**config.mk**
```make
export PLATFORM = sky130hd
export DESIGN_NAME = uart_serial_port
export DESIGN_NICKNAME = d
export VERILOG_FILES = /design/src/design/uart_pkg.sv /design/src/design/uart_serial_port.sv
export SDC_FILE = /design/constraint.sdc
export NUM_CORES = 1
export LEC_CHECK = 0
export BUFFER_PORTS_ARGS = -buffer_cell sky130_fd_sc_hd__buf_2
export CORE_UTILIZATION = 30
export CTS_CLUSTER_SIZE = 10
export DETAILED_ROUTE_END_ITERATION = 7
export PLACE_DENSITY = 0.49
export SETUP_SLACK_MARGIN = 0.02
export SLEW_MARGIN = 10
export SYNTH_ARGS = -nofsm -noshare
export SYNTH_HDL_FRONTEND = slang
export SYNTH_SLANG_ARGS = --single-unit
```
**constraint.sdc**
```tcl
create_clock -name aclk -period 3 [get_ports aclk]
set_input_delay 0.3 -clock aclk [delete_from_list [all_inputs] [get_ports aclk]]
set_output_delay 0.3 -clock aclk [all_outputs]
set_load 0.05 [all_outputs]
```
**src/design/uart_pkg.sv**
```systemverilog
// constants, types and field layouts of the serial port control block
package uart_pkg;

  // ********************************
  // register map (word index, byte address = 4 x index)
  // ********************************
  localparam int ADDR_W = 10;
  localparam logic [7:0] IDX_SERIAL_CONTROL = 8'h98;
  localparam logic [7:0] IDX_DATA_BUFFER = 8'h99;
  localparam logic [7:0] IDX_BAUD_RELOAD = 8'h9A;
  localparam logic [7:0] IDX_BAUD_CONTROL = 8'h9B;
  localparam logic [7:0] IDX_SLAVE_ADDRESS = 8'hA9;
  localparam logic [7:0] IDX_SLAVE_MASK = 8'hB9;
  localparam logic [7:0] IDX_POWER_CONTROL = 8'h87;

  localparam logic [7:0] RST_BYTE = 8'h00;
  localparam int PC_FE_ACCESS = 6;
  localparam int PC_RATE_DOUBLER = 7;

  localparam logic [1:0] RESP_OKAY = 2'b00;
  localparam logic [1:0] RESP_SLVERR = 2'b10;

  // ********************************
  // timing
  // ********************************
  localparam logic [3:0] SAMPLE_LAST = 4'hF;
  localparam logic [3:0] SAMPLE_MID = 4'h7;
  localparam logic [1:0] MODE0_HALF_LAST = 2'h2;
  localparam logic [2:0] SLOW_PRESCALE_LAST = 3'h5;
  localparam logic [3:0] FRAME_BITS_8 = 4'hA;
  localparam logic [3:0] FRAME_BITS_9 = 4'hB;
  localparam logic [3:0] SHIFT_BITS = 4'h8;

  typedef enum logic [1:0] {
    MODE_SHIFT = 2'b00,
    MODE_UART8 = 2'b01,
    MODE_UART9_FIXED = 2'b10,
    MODE_UART9_VAR = 2'b11
  } mode_e;

  typedef struct packed {
    logic mode_select_bit0;
    logic mode_select_bit1;
    logic multiproc_enable;
    logic rx_enable;
    logic tx_ninth_bit;
    logic rx_ninth_bit;
    logic tx_done_flag;
    logic rx_done_flag;
  } serial_ctrl_s;

  typedef struct packed {
    logic generator_run;
    logic tx_clock_select;
    logic rx_clock_select;
    logic generator_speed_select;
    logic shift_mode_clock_select;
  } baud_ctrl_s;

endpackage

```
**src/design/uart_serial_port.sv**
```systemverilog
// serial port control: axi4-lite registers, baud generation, transmit and receive engines
`timescale 1ns/1ps
module uart_serial_port import uart_pkg::*; #(
  parameter int AW = ADDR_W
) (
  // clock and reset
  input wire logic aclk,
  input wire logic aresetn,
  // axi4-lite write
  input wire logic [AW-1:0] awaddr,
  input wire logic awvalid,
  output logic awready,
  input wire logic [31:0] wdata,
  input wire logic [3:0] wstrb,
  input wire logic wvalid,
  output logic wready,
  output logic [1:0] bresp,
  output logic bvalid,
  input wire logic bready,
  // axi4-lite read
  input wire logic [AW-1:0] araddr,
  input wire logic arvalid,
  output logic arready,
  output logic [31:0] rdata,
  output logic [1:0] rresp,
  output logic rvalid,
  input wire logic rready,
  // timer 1 overflow pulse, same clock
  input wire logic timer1_tick,
  // serial pins
  input wire logic rxd_pin,
  output logic rxd_out,
  output logic rxd_oe,
  output logic txd
);

  // the decoders slice awaddr and araddr at fixed bits, so only the default width works
  if (AW != ADDR_W) begin : g_aw_check
    $error("address width must be 10");
  end

  // ********************************
  // register bus
  // ********************************
  logic awready_ff, wready_ff, bvalid_ff, arready_ff, rvalid_ff, aw_have_ff, w_have_ff;
  logic [1:0] bresp_ff, rresp_ff;
  logic [31:0] rdata_ff;
  logic [7:0] aw_idx_ff, wbyte_ff;
  logic wlane_ff, wr_do;
  logic [7:0] rd_byte;
  logic rd_hit, wr_hit;

  assign wr_do = aw_have_ff && w_have_ff && !bvalid_ff;

  always_ff @(posedge aclk) begin
    if (!aresetn) begin
      awready_ff <= 1'b0;
      wready_ff <= 1'b0;
      aw_have_ff <= 1'b0;
      w_have_ff <= 1'b0;
      bvalid_ff <= 1'b0;
      bresp_ff <= RESP_OKAY;
      aw_idx_ff <= 8'h00;
      wbyte_ff <= 8'h00;
      wlane_ff <= 1'b0;
    end else begin
      awready_ff <= !aw_have_ff && !(awvalid && awready_ff);
      wready_ff <= !w_have_ff && !(wvalid && wready_ff);
      if (awvalid && awready_ff) begin
        aw_have_ff <= 1'b1;
        aw_idx_ff <= awaddr[9:2];
      end
      if (wvalid && wready_ff) begin
        w_have_ff <= 1'b1;
        wbyte_ff <= wdata[7:0];
        wlane_ff <= wstrb[0];
      end
      if (wr_do) begin
        aw_have_ff <= 1'b0;
        w_have_ff <= 1'b0;
        bvalid_ff <= 1'b1;
        bresp_ff <= wr_hit ? RESP_OKAY : RESP_SLVERR;
      end else if (bvalid_ff && bready) begin
        bvalid_ff <= 1'b0;
      end
    end
  end

  always_comb begin
    wr_hit = 1'b1;
    if (aw_idx_ff == IDX_SERIAL_CONTROL) wr_hit = 1'b1;
    else if (aw_idx_ff == IDX_DATA_BUFFER) wr_hit = 1'b1;
    else if (aw_idx_ff == IDX_BAUD_RELOAD) wr_hit = 1'b1;
    else if (aw_idx_ff == IDX_BAUD_CONTROL) wr_hit = 1'b1;
    else if (aw_idx_ff == IDX_SLAVE_ADDRESS) wr_hit = 1'b1;
    else if (aw_idx_ff == IDX_SLAVE_MASK) wr_hit = 1'b1;
    else if (aw_idx_ff == IDX_POWER_CONTROL) wr_hit = 1'b1;
    else wr_hit = 1'b0;
  end

  // a write with byte lane 0 off is answered but stores nothing
  logic wr_en;
  assign wr_en = wr_do && wlane_ff;
  logic wr_sc, wr_db, wr_rl, wr_bc, wr_sa, wr_sm, wr_pc;
  assign wr_sc = wr_en && (aw_idx_ff == IDX_SERIAL_CONTROL);
  assign wr_db = wr_en && (aw_idx_ff == IDX_DATA_BUFFER);
  assign wr_rl = wr_en && (aw_idx_ff == IDX_BAUD_RELOAD);
  assign wr_bc = wr_en && (aw_idx_ff == IDX_BAUD_CONTROL);
  assign wr_sa = wr_en && (aw_idx_ff == IDX_SLAVE_ADDRESS);
  assign wr_sm = wr_en && (aw_idx_ff == IDX_SLAVE_MASK);
  assign wr_pc = wr_en && (aw_idx_ff == IDX_POWER_CONTROL);

  // ********************************
  // registers
  // ********************************
  serial_ctrl_s sc_ff;
  baud_ctrl_s bc_ff;
  logic fe_ff;
  logic [7:0] reload_ff, slave_address_ff, smask_ff, dbuf_ff, pwr_ff;
  logic fe_access, rate_doubler;
  mode_e mode;
  logic ti_set, ri_set, fe_set, rx_load;
  logic [7:0] rx_load_data;
  logic rb8_val;

  assign fe_access = pwr_ff[PC_FE_ACCESS];
  assign rate_doubler = pwr_ff[PC_RATE_DOUBLER];
  assign mode = mode_e'({sc_ff.mode_select_bit0, sc_ff.mode_select_bit1});

  // hardware sets win over a software clear in the same cycle
  always_ff @(posedge aclk) begin
    if (!aresetn) begin
      sc_ff <= serial_ctrl_s'(RST_BYTE);
      fe_ff <= 1'b0;
    end else begin
      if (wr_sc) begin
        sc_ff[6:0] <= wbyte_ff[6:0];
        if (fe_access) fe_ff <= wbyte_ff[7];
        else sc_ff.mode_select_bit0 <= wbyte_ff[7];
      end
      if (fe_set) fe_ff <= 1'b1;
      if (ti_set) sc_ff.tx_done_flag <= 1'b1;
      if (ri_set) sc_ff.rx_done_flag <= 1'b1;
      if (rx_load) sc_ff.rx_ninth_bit <= rb8_val;
    end
  end

  always_ff @(posedge aclk) begin
    if (!aresetn) begin
      bc_ff <= baud_ctrl_s'(5'h00);
      reload_ff <= RST_BYTE;
      slave_address_ff <= RST_BYTE;
      smask_ff <= RST_BYTE;
      pwr_ff <= RST_BYTE;
    end else begin
      if (wr_bc) bc_ff <= wbyte_ff[4:0];
      if (wr_rl) reload_ff <= wbyte_ff;
      if (wr_sa) slave_address_ff <= wbyte_ff;
      if (wr_sm) smask_ff <= wbyte_ff;
      if (wr_pc) pwr_ff <= wbyte_ff;
    end
  end

  always_ff @(posedge aclk) begin
    if (!aresetn) dbuf_ff <= RST_BYTE;
    else if (rx_load) dbuf_ff <= rx_load_data;
    else if (wr_db) dbuf_ff <= wbyte_ff;
  end

  always_comb begin
    rd_hit = 1'b1;
    rd_byte = 8'h00;
    if (araddr[9:2] == IDX_SERIAL_CONTROL) rd_byte = {fe_access ? fe_ff : sc_ff[7], sc_ff[6:0]};
    else if (araddr[9:2] == IDX_DATA_BUFFER) rd_byte = dbuf_ff;
    else if (araddr[9:2] == IDX_BAUD_RELOAD) rd_byte = reload_ff;
    else if (araddr[9:2] == IDX_BAUD_CONTROL) rd_byte = {3'b000, bc_ff};
    else if (araddr[9:2] == IDX_SLAVE_ADDRESS) rd_byte = slave_address_ff;
    else if (araddr[9:2] == IDX_SLAVE_MASK) rd_byte = smask_ff;
    else if (araddr[9:2] == IDX_POWER_CONTROL) rd_byte = pwr_ff;
    else rd_hit = 1'b0;
  end

  always_ff @(posedge aclk) begin
    if (!aresetn) begin
      arready_ff <= 1'b0;
      rvalid_ff <= 1'b0;
      rdata_ff <= 32'h0000_0000;
      rresp_ff <= RESP_OKAY;
    end else if (arvalid && arready_ff) begin
      arready_ff <= 1'b0;
      rvalid_ff <= 1'b1;
      rdata_ff <= {24'h00_0000, rd_byte};
      rresp_ff <= rd_hit ? RESP_OKAY : RESP_SLVERR;
    end else if (rvalid_ff && rready) begin
      rvalid_ff <= 1'b0;
      arready_ff <= 1'b1;
    end else if (!rvalid_ff) begin
      arready_ff <= 1'b1;
    end
  end

  // ********************************
  // baud sources
  // ********************************
  logic [7:0] brg_cnt_ff;
  logic [2:0] brg_pre_ff;
  logic brg_tick_ff, brg_half_ff, t1_half_ff, cyc_half_ff;
  logic [1:0] m0_div_ff;
  logic brg_step, brg_q, t1_q, m2_tick, tx_samp, rx_samp, m0_tick;

  assign brg_step = bc_ff.generator_run &&
    (bc_ff.generator_speed_select || brg_pre_ff == SLOW_PRESCALE_LAST);

  always_ff @(posedge aclk) begin
    if (!aresetn) begin
      brg_cnt_ff <= 8'h00;
      brg_pre_ff <= 3'h0;
      brg_tick_ff <= 1'b0;
    end else begin
      brg_tick_ff <= 1'b0;
      if (bc_ff.generator_run) begin
        brg_pre_ff <= (brg_pre_ff == SLOW_PRESCALE_LAST) ? 3'h0 : brg_pre_ff + 3'h1;
        if (brg_step) begin
          if (brg_cnt_ff == 8'hFF) begin
            brg_cnt_ff <= reload_ff;
            brg_tick_ff <= 1'b1;
          end else begin
            brg_cnt_ff <= brg_cnt_ff + 8'h01;
          end
        end
      end
    end
  end

  // without the doubler every second source tick is used
  always_ff @(posedge aclk) begin
    if (!aresetn) begin
      brg_half_ff <= 1'b0;
      t1_half_ff <= 1'b0;
      cyc_half_ff <= 1'b0;
      m0_div_ff <= 2'h0;
    end else begin
      if (brg_tick_ff) brg_half_ff <= !brg_half_ff;
      if (timer1_tick) t1_half_ff <= !t1_half_ff;
      cyc_half_ff <= !cyc_half_ff;
      m0_div_ff <= (m0_div_ff == MODE0_HALF_LAST) ? 2'h0 : m0_div_ff + 2'h1;
    end
  end

  assign brg_q = brg_tick_ff && (rate_doubler || brg_half_ff);
  assign t1_q = timer1_tick && (rate_doubler || t1_half_ff);
  assign m2_tick = rate_doubler || cyc_half_ff;
  assign tx_samp = (mode == MODE_UART9_FIXED) ? m2_tick
    : (bc_ff.tx_clock_select ? brg_q : t1_q);
  assign rx_samp = (mode == MODE_UART9_FIXED) ? m2_tick
    : (bc_ff.rx_clock_select ? brg_q : t1_q);
  // with the fixed divider, two half periods of three clocks make one shift bit of six clocks
  assign m0_tick = bc_ff.shift_mode_clock_select ? brg_q
    : (m0_div_ff == MODE0_HALF_LAST);

  // ********************************
  // receive pin synchroniser
  // ********************************
  logic rx_s1_ff, rx_s2_ff, rx_prev_ff;
  always_ff @(posedge aclk) begin
    if (!aresetn) begin
      rx_s1_ff <= 1'b1;
      rx_s2_ff <= 1'b1;
      rx_prev_ff <= 1'b1;
    end else begin
      rx_s1_ff <= rxd_pin;
      rx_s2_ff <= rx_s1_ff;
      rx_prev_ff <= rx_s2_ff;
    end
  end

  // ********************************
  // transmit engine (also runs mode 0 shifts both ways)
  // ********************************
  logic tx_busy_ff, tx_ph_ff, m0_rx_ff, m0_bit_ff, txd_ff, rxd_out_ff, rxd_oe_ff;
  logic [10:0] tx_sh_ff;
  logic [3:0] tx_left_ff, tx_samp_ff;
  logic nine, tx_load, m0_rx_start, tx_shift, m0_done;

  assign nine = mode[1];
  assign tx_load = wr_db && !tx_busy_ff;
  assign m0_rx_start = (mode == MODE_SHIFT) && sc_ff.rx_enable && !sc_ff.rx_done_flag
    && !tx_busy_ff && !wr_db;
  assign tx_shift = tx_busy_ff && ((mode == MODE_SHIFT) ? (m0_tick && tx_ph_ff)
    : (tx_samp && tx_samp_ff == SAMPLE_LAST));
  assign m0_done = tx_shift && (mode == MODE_SHIFT) && tx_left_ff == 4'h1;

  always_ff @(posedge aclk) begin
    if (!aresetn) begin
      tx_busy_ff <= 1'b0;
      tx_sh_ff <= 11'h7FF;
      tx_left_ff <= 4'h0;
      tx_samp_ff <= 4'h0;
      tx_ph_ff <= 1'b0;
      m0_rx_ff <= 1'b0;
      m0_bit_ff <= 1'b0;
    end else if (!tx_busy_ff) begin
      tx_samp_ff <= 4'h0;
      tx_ph_ff <= 1'b0;
      if (tx_load || m0_rx_start) begin
        tx_busy_ff <= 1'b1;
        m0_rx_ff <= !tx_load;
        if (mode == MODE_SHIFT) begin
          tx_sh_ff <= {3'b111, wbyte_ff};
          tx_left_ff <= SHIFT_BITS;
        end else begin
          tx_sh_ff <= {1'b1, nine ? sc_ff.tx_ninth_bit : 1'b1, wbyte_ff, 1'b0};
          tx_left_ff <= nine ? FRAME_BITS_9 : FRAME_BITS_8;
        end
      end
    end else begin
      if (tx_samp) tx_samp_ff <= tx_samp_ff + 4'h1;
      if (mode == MODE_SHIFT && m0_tick) begin
        tx_ph_ff <= !tx_ph_ff;
        if (!tx_ph_ff) m0_bit_ff <= rx_s2_ff;
      end
      if (tx_shift) begin
        tx_sh_ff <= {m0_rx_ff ? m0_bit_ff : 1'b1, tx_sh_ff[10:1]};
        tx_left_ff <= tx_left_ff - 4'h1;
        if (tx_left_ff == 4'h1) tx_busy_ff <= 1'b0;
      end
    end
  end

  // pins: in mode 0 the receive pin carries data and the transmit pin the shift clock
  always_ff @(posedge aclk) begin
    if (!aresetn) begin
      txd_ff <= 1'b1;
      rxd_out_ff <= 1'b1;
      rxd_oe_ff <= 1'b0;
    end else begin
      txd_ff <= !tx_busy_ff || ((mode == MODE_SHIFT) ? tx_ph_ff : tx_sh_ff[0]);
      rxd_out_ff <= tx_sh_ff[0];
      rxd_oe_ff <= tx_busy_ff && (mode == MODE_SHIFT) && !m0_rx_ff;
    end
  end

  // ********************************
  // asynchronous receive engine
  // ********************************
  logic rx_busy_ff;
  logic [3:0] rx_samp_ff, rx_idx_ff;
  logic [8:0] rx_sh_ff;
  logic rx_mid, rx_stop_now, rx_end, mp_on, ninth_in, addr_ok, accept;
  logic [7:0] rx_data;

  assign rx_mid = rx_busy_ff && rx_samp && rx_samp_ff == SAMPLE_MID;
  assign rx_stop_now = rx_mid && rx_idx_ff == (nine ? 4'hA : 4'h9);
  // mode 1 finishes at stop so the stop bit can be kept as ninth bit
  assign rx_end = (nine && !fe_access) ? (rx_mid && rx_idx_ff == 4'h9) : rx_stop_now;
  assign mp_on = sc_ff.multiproc_enable && (mode != MODE_SHIFT);
  assign ninth_in = nine ? (rx_idx_ff == 4'h9 ? rx_s2_ff : rx_sh_ff[8]) : rx_s2_ff;
  assign rx_data = nine ? (rx_idx_ff == 4'h9 ? rx_sh_ff[8:1] : rx_sh_ff[7:0]) : rx_sh_ff[8:1];
  assign addr_ok = ((rx_data ^ slave_address_ff) & smask_ff) == 8'h00;
  assign accept = !mp_on || (ninth_in && addr_ok);

  always_ff @(posedge aclk) begin
    if (!aresetn) begin
      rx_busy_ff <= 1'b0;
      rx_samp_ff <= 4'h0;
      rx_idx_ff <= 4'h0;
      rx_sh_ff <= 9'h000;
    end else if (!rx_busy_ff) begin
      rx_samp_ff <= 4'h0;
      rx_idx_ff <= 4'h0;
      if (mode != MODE_SHIFT && sc_ff.rx_enable && rx_prev_ff && !rx_s2_ff)
        rx_busy_ff <= 1'b1;
    end else begin
      if (rx_samp) rx_samp_ff <= rx_samp_ff + 4'h1;
      if (rx_samp && rx_samp_ff == SAMPLE_LAST) rx_idx_ff <= rx_idx_ff + 4'h1;
      if (rx_mid) begin
        if (rx_idx_ff == 4'h0 && rx_s2_ff) rx_busy_ff <= 1'b0;
        if (rx_idx_ff != 4'h0) rx_sh_ff <= {rx_s2_ff, rx_sh_ff[8:1]};
        if (rx_end) rx_busy_ff <= 1'b0;
      end
    end
  end

  assign fe_set = rx_stop_now && fe_access && !rx_s2_ff;
  assign rx_load = (rx_end && accept) || (m0_done && m0_rx_ff);
  assign rx_load_data = m0_rx_ff ? {m0_bit_ff, tx_sh_ff[10:4]} : rx_data;
  assign rb8_val = m0_rx_ff ? sc_ff.rx_ninth_bit : ninth_in;
  assign ri_set = rx_load;
  assign ti_set = (tx_shift && !m0_rx_ff && mode != MODE_SHIFT && tx_left_ff == 4'h2)
    || (m0_done && !m0_rx_ff);

  // ********************************
  // outputs
  // ********************************
  assign awready = awready_ff;
  assign wready = wready_ff;
  assign bvalid = bvalid_ff;
  assign bresp = bresp_ff;
  assign arready = arready_ff;
  assign rvalid = rvalid_ff;
  assign rdata = rdata_ff;
  assign rresp = rresp_ff;
  assign txd = txd_ff;
  assign rxd_out = rxd_out_ff;
  assign rxd_oe = rxd_oe_ff;
endmodule

```
==> results.md <==
- Die area: 25830 sq um
- Synth cell types: 62
- Wire per inst: 15.63 microns
- Die Width: 160.7 microns
- Final period util: 92.25%
- Yosys warning count: 0
- Critical path data required time: 3.36 ns
- Synth Area in Compound Gates: 14.20%
- Routed vias: 6166
- Largest net degree at the start of global routing: 84
- Final antenna-violating net count: 0
- Final net count: 1015
- Clk buf depth: 2
- # Max-Cap Violations: 0
- Layout cells sized above 1: 14.90%
- CTS Buf Count: 17
- Syn Std Cell Area: 7558 sq um
- Top post-synthesis cells by area: dfxtp_1, mux2i_1, nor2_1
- Top cell type's share of synthesized area: 40.26%
- Power Density: 536.4 nW/um^2
- N_diodes: 0
- First-pass GRT wire length: 32.12 mm
- Mux cell area share after synthesis: 12.86%
- Post-synth EDFFs: 0
- Row count: 57
- CP Launch Type: flop
- Pins Over Slew Limit: 0
- Adder-Cell Fraction of Synth Area: 1.655%
- DR pass1 iterations: 5
- Port buffer count: 51
- Synth Area in XOR/XNOR: 1.854%
- WHS: 0.05239 ns
- Post-synthesis average cell area: 8.436 sq um
- Max VDD drop: 0.0003178 V
- Routability cong.: 0.7833
- Seq cells post-synth: 152
- Clock Latency Late Sink: 0.43 ns
- FFs w/ async S/R, synth: 0%
- I/O pin total: 109
- Vias in the first global route: 5865
- Area Growth Syn to Fin: 15.96%
- Hold WC Path Type: input port to flop
- Max-Slew Margin vs Limit: 37.48%
- Mapped Cells: 896
- Area leader, netlist: dfxtp_1
- Drt initial violations: 397
- WL final: 19.96 mm
- Antenna violations before repair: 0
- Simple logic cell fraction of the synthesized area: 23.13%
- RSZ-0062 raised after global routing: false
- Commonest non-fill, non-tap cell in the layout: dfxtp_1
- Total Neg Setup Slack: 0 ns
- GR Overflow Total: 0
- Ys flop type: dfxtp_1
- Worst slew pin tran: 0.9344 ns
- Most frequent cells in the layout: dfxtp_1, nor2_1, nand2_1, mux2i_1, a21oi_1
- Fin. Hold Viols: 0
- Final setup fails: 0
- Clock Sinks: 152
- GRT Total Usage: 15.97%
- CP arrival: 3.12 ns
- Leakage: 3.421 nW
- Post-layout min period: 2.767 ns
- Largest family of logic cells by synthesized area: simple AND/OR/NAND/NOR gates
- H-tree levels: 4
- Sequential area share after synthesis: 40.26%
- Die span in y: 160.7 microns
- CTS tree: built
- Worst clock skew: 0.01583 ns
- Initial core utilization: 30.81%
- Achievable Freq: 361.3 MHz
- Root Buffer: clkbuf_16
- Post-CTS Setup Bufs: 0
- CP endpoint kind: flop
- Critical path type: flop to flop
- DRC: 0
- DP Wirelength: 14.06 mm
- Worst-path clk slew: 0.06 ns
- Post-DR vias/cell: 4.829
- Core area: 24530 sq um
- Worst Path Max Fanout: 16
- Status: complete, no violations
-- cell usage after synthesis, types with 4 or more instances --
library cell / count
a31oi_1: 10
a221o_1: 8
a211oi_1: 8
nand2b_1: 20
xnor2_1: 9
o21ai_0: 12
nor2_1: 125
and3_1: 4
nor3_1: 10
a21oi_1: 73
nor2b_1: 17
nand3_1: 24
ha_1: 10
a221oi_1: 6
dfxtp_1: 152
clkbuf_1: 42
nand3b_1: 4
buf_4: 27
o21ai_1: 8
nand4_1: 5
mux2_2: 14
xor2_1: 7
and2_1: 12
a211oi_2: 5
nand2_1: 118
inv_1: 14
mux2i_1: 78
buf_2: 5
o211ai_1: 17
and4b_1: 7
-- power breakdown --
group          leakage, nW  switching, mW  internal, mW  total (mW)
logic                 1.89          0.229        0.0752       0.304
registers             1.23         0.0427          2.05        2.09
clock network        0.304          0.957          1.35        2.30
total                 3.42           1.23          3.47        4.70
-- final cells by class --
| type | instances | area [sq um] |
|---|---|---|
| repair buffers | 76 | 455.4 |
| well taps | 324 | 405.4 |
| flip-flops and latches | 152 | 3043 |
| inverters | 16 | 61.31 |
| fillers | 2608 | 15770 |
| clock inverters | 15 | 207.7 |
| multi-input cells | 677 | 4167 |
| clock buffers | 17 | 425.4 |
-- per-stage QoR --
stage / utilization [%] / setup slack, ns / std cells / instance area (sq um) / power (mW)
6_report: 35.73 / 0.2326 / 1277 / 8765 / 4.701
4_1_cts: 35.68 / 0.1350 / 1277 / 8755 / 4.758
3_5_place_dp: 33.10 / 0.1588 / 1245 / 8122 / 2.445
2_1_floorplan: - / 0.6247 / 921 / 7652 / 2.380
5_1_grt: 35.73 / 0.02193 / 1277 / 8765 / 4.874
3_3_place_gp: 33.10 / 0.1879 / 1245 / 8122 / 2.444
-- worst paths after layout --
path	from	to	cells past startpoint	slack (ns)
worst max-delay path	rx_idx_ff[1]	sc_ff[2]	10	0.23
worst min-delay path	rxd_pin	rx_s1_ff	2	0.05
worst max register to register	rx_idx_ff[1]	sc_ff[2]	10	0.23
worst min register to register	rx_s1_ff	rx_s2_ff	1	0.41
-- cell families (layout without fill, tap and decap cells) --
logic type	Yosys count	in the layout
and+or+nand+nor	367	367
AOI/OAI and AO/OA	163	163
DFF	152	152
muxes	95	95
buffers and inverters	92	124
xor gates and xnor gates	16	16
adders and majority gates	10	10
other	1	26
-- metal layers --
| metal | global-route usage, % | share of wire, % | up-vias |
|---|---|---|---|
| li1 | - | - | 3140 |
| met1 | 22.00 | 50 | 2888 |
| met2 | 25.38 | 45 | 121 |
| met3 | 2.376 | 3.3 | 17 |
| met4 | 5.403 | 1.4 | 0 |
| met5 | 0 | 0 | - |
-- registers in the layout, summed over array words and instances, names as in the netlist, 8 cells and up --
name and count:
aw_idx_ff 8, brg_cnt_ff 8, dbuf_ff 8, pwr_ff 8
rdata 8, reload_ff 8, rx_sh_ff 9, slave_address_ff 8
smask_ff 8, tx_sh_ff 11, wbyte_ff 8
-- worst max-delay path, stage by stage, from the launching register on --
cell and delay, ns:
dfxtp_1 0.33, inv_1 0.14, ha_2 0.31, nand3b_4 0.19, a211oi_2 0.38, mux2i_1 0.14
nor4_2 0.28, buf_4 0.17, nand4_4 0.23, a221o_1 0.42, a21oi_2 0.11
-- what timing repair did --
action / CTS / global route
hold buffers: 0 / 0
setup endpoints to repair: 0 / 8
gates resized for setup: 0 / 2
No activity file was read; power rests on OpenSTA's default activity.
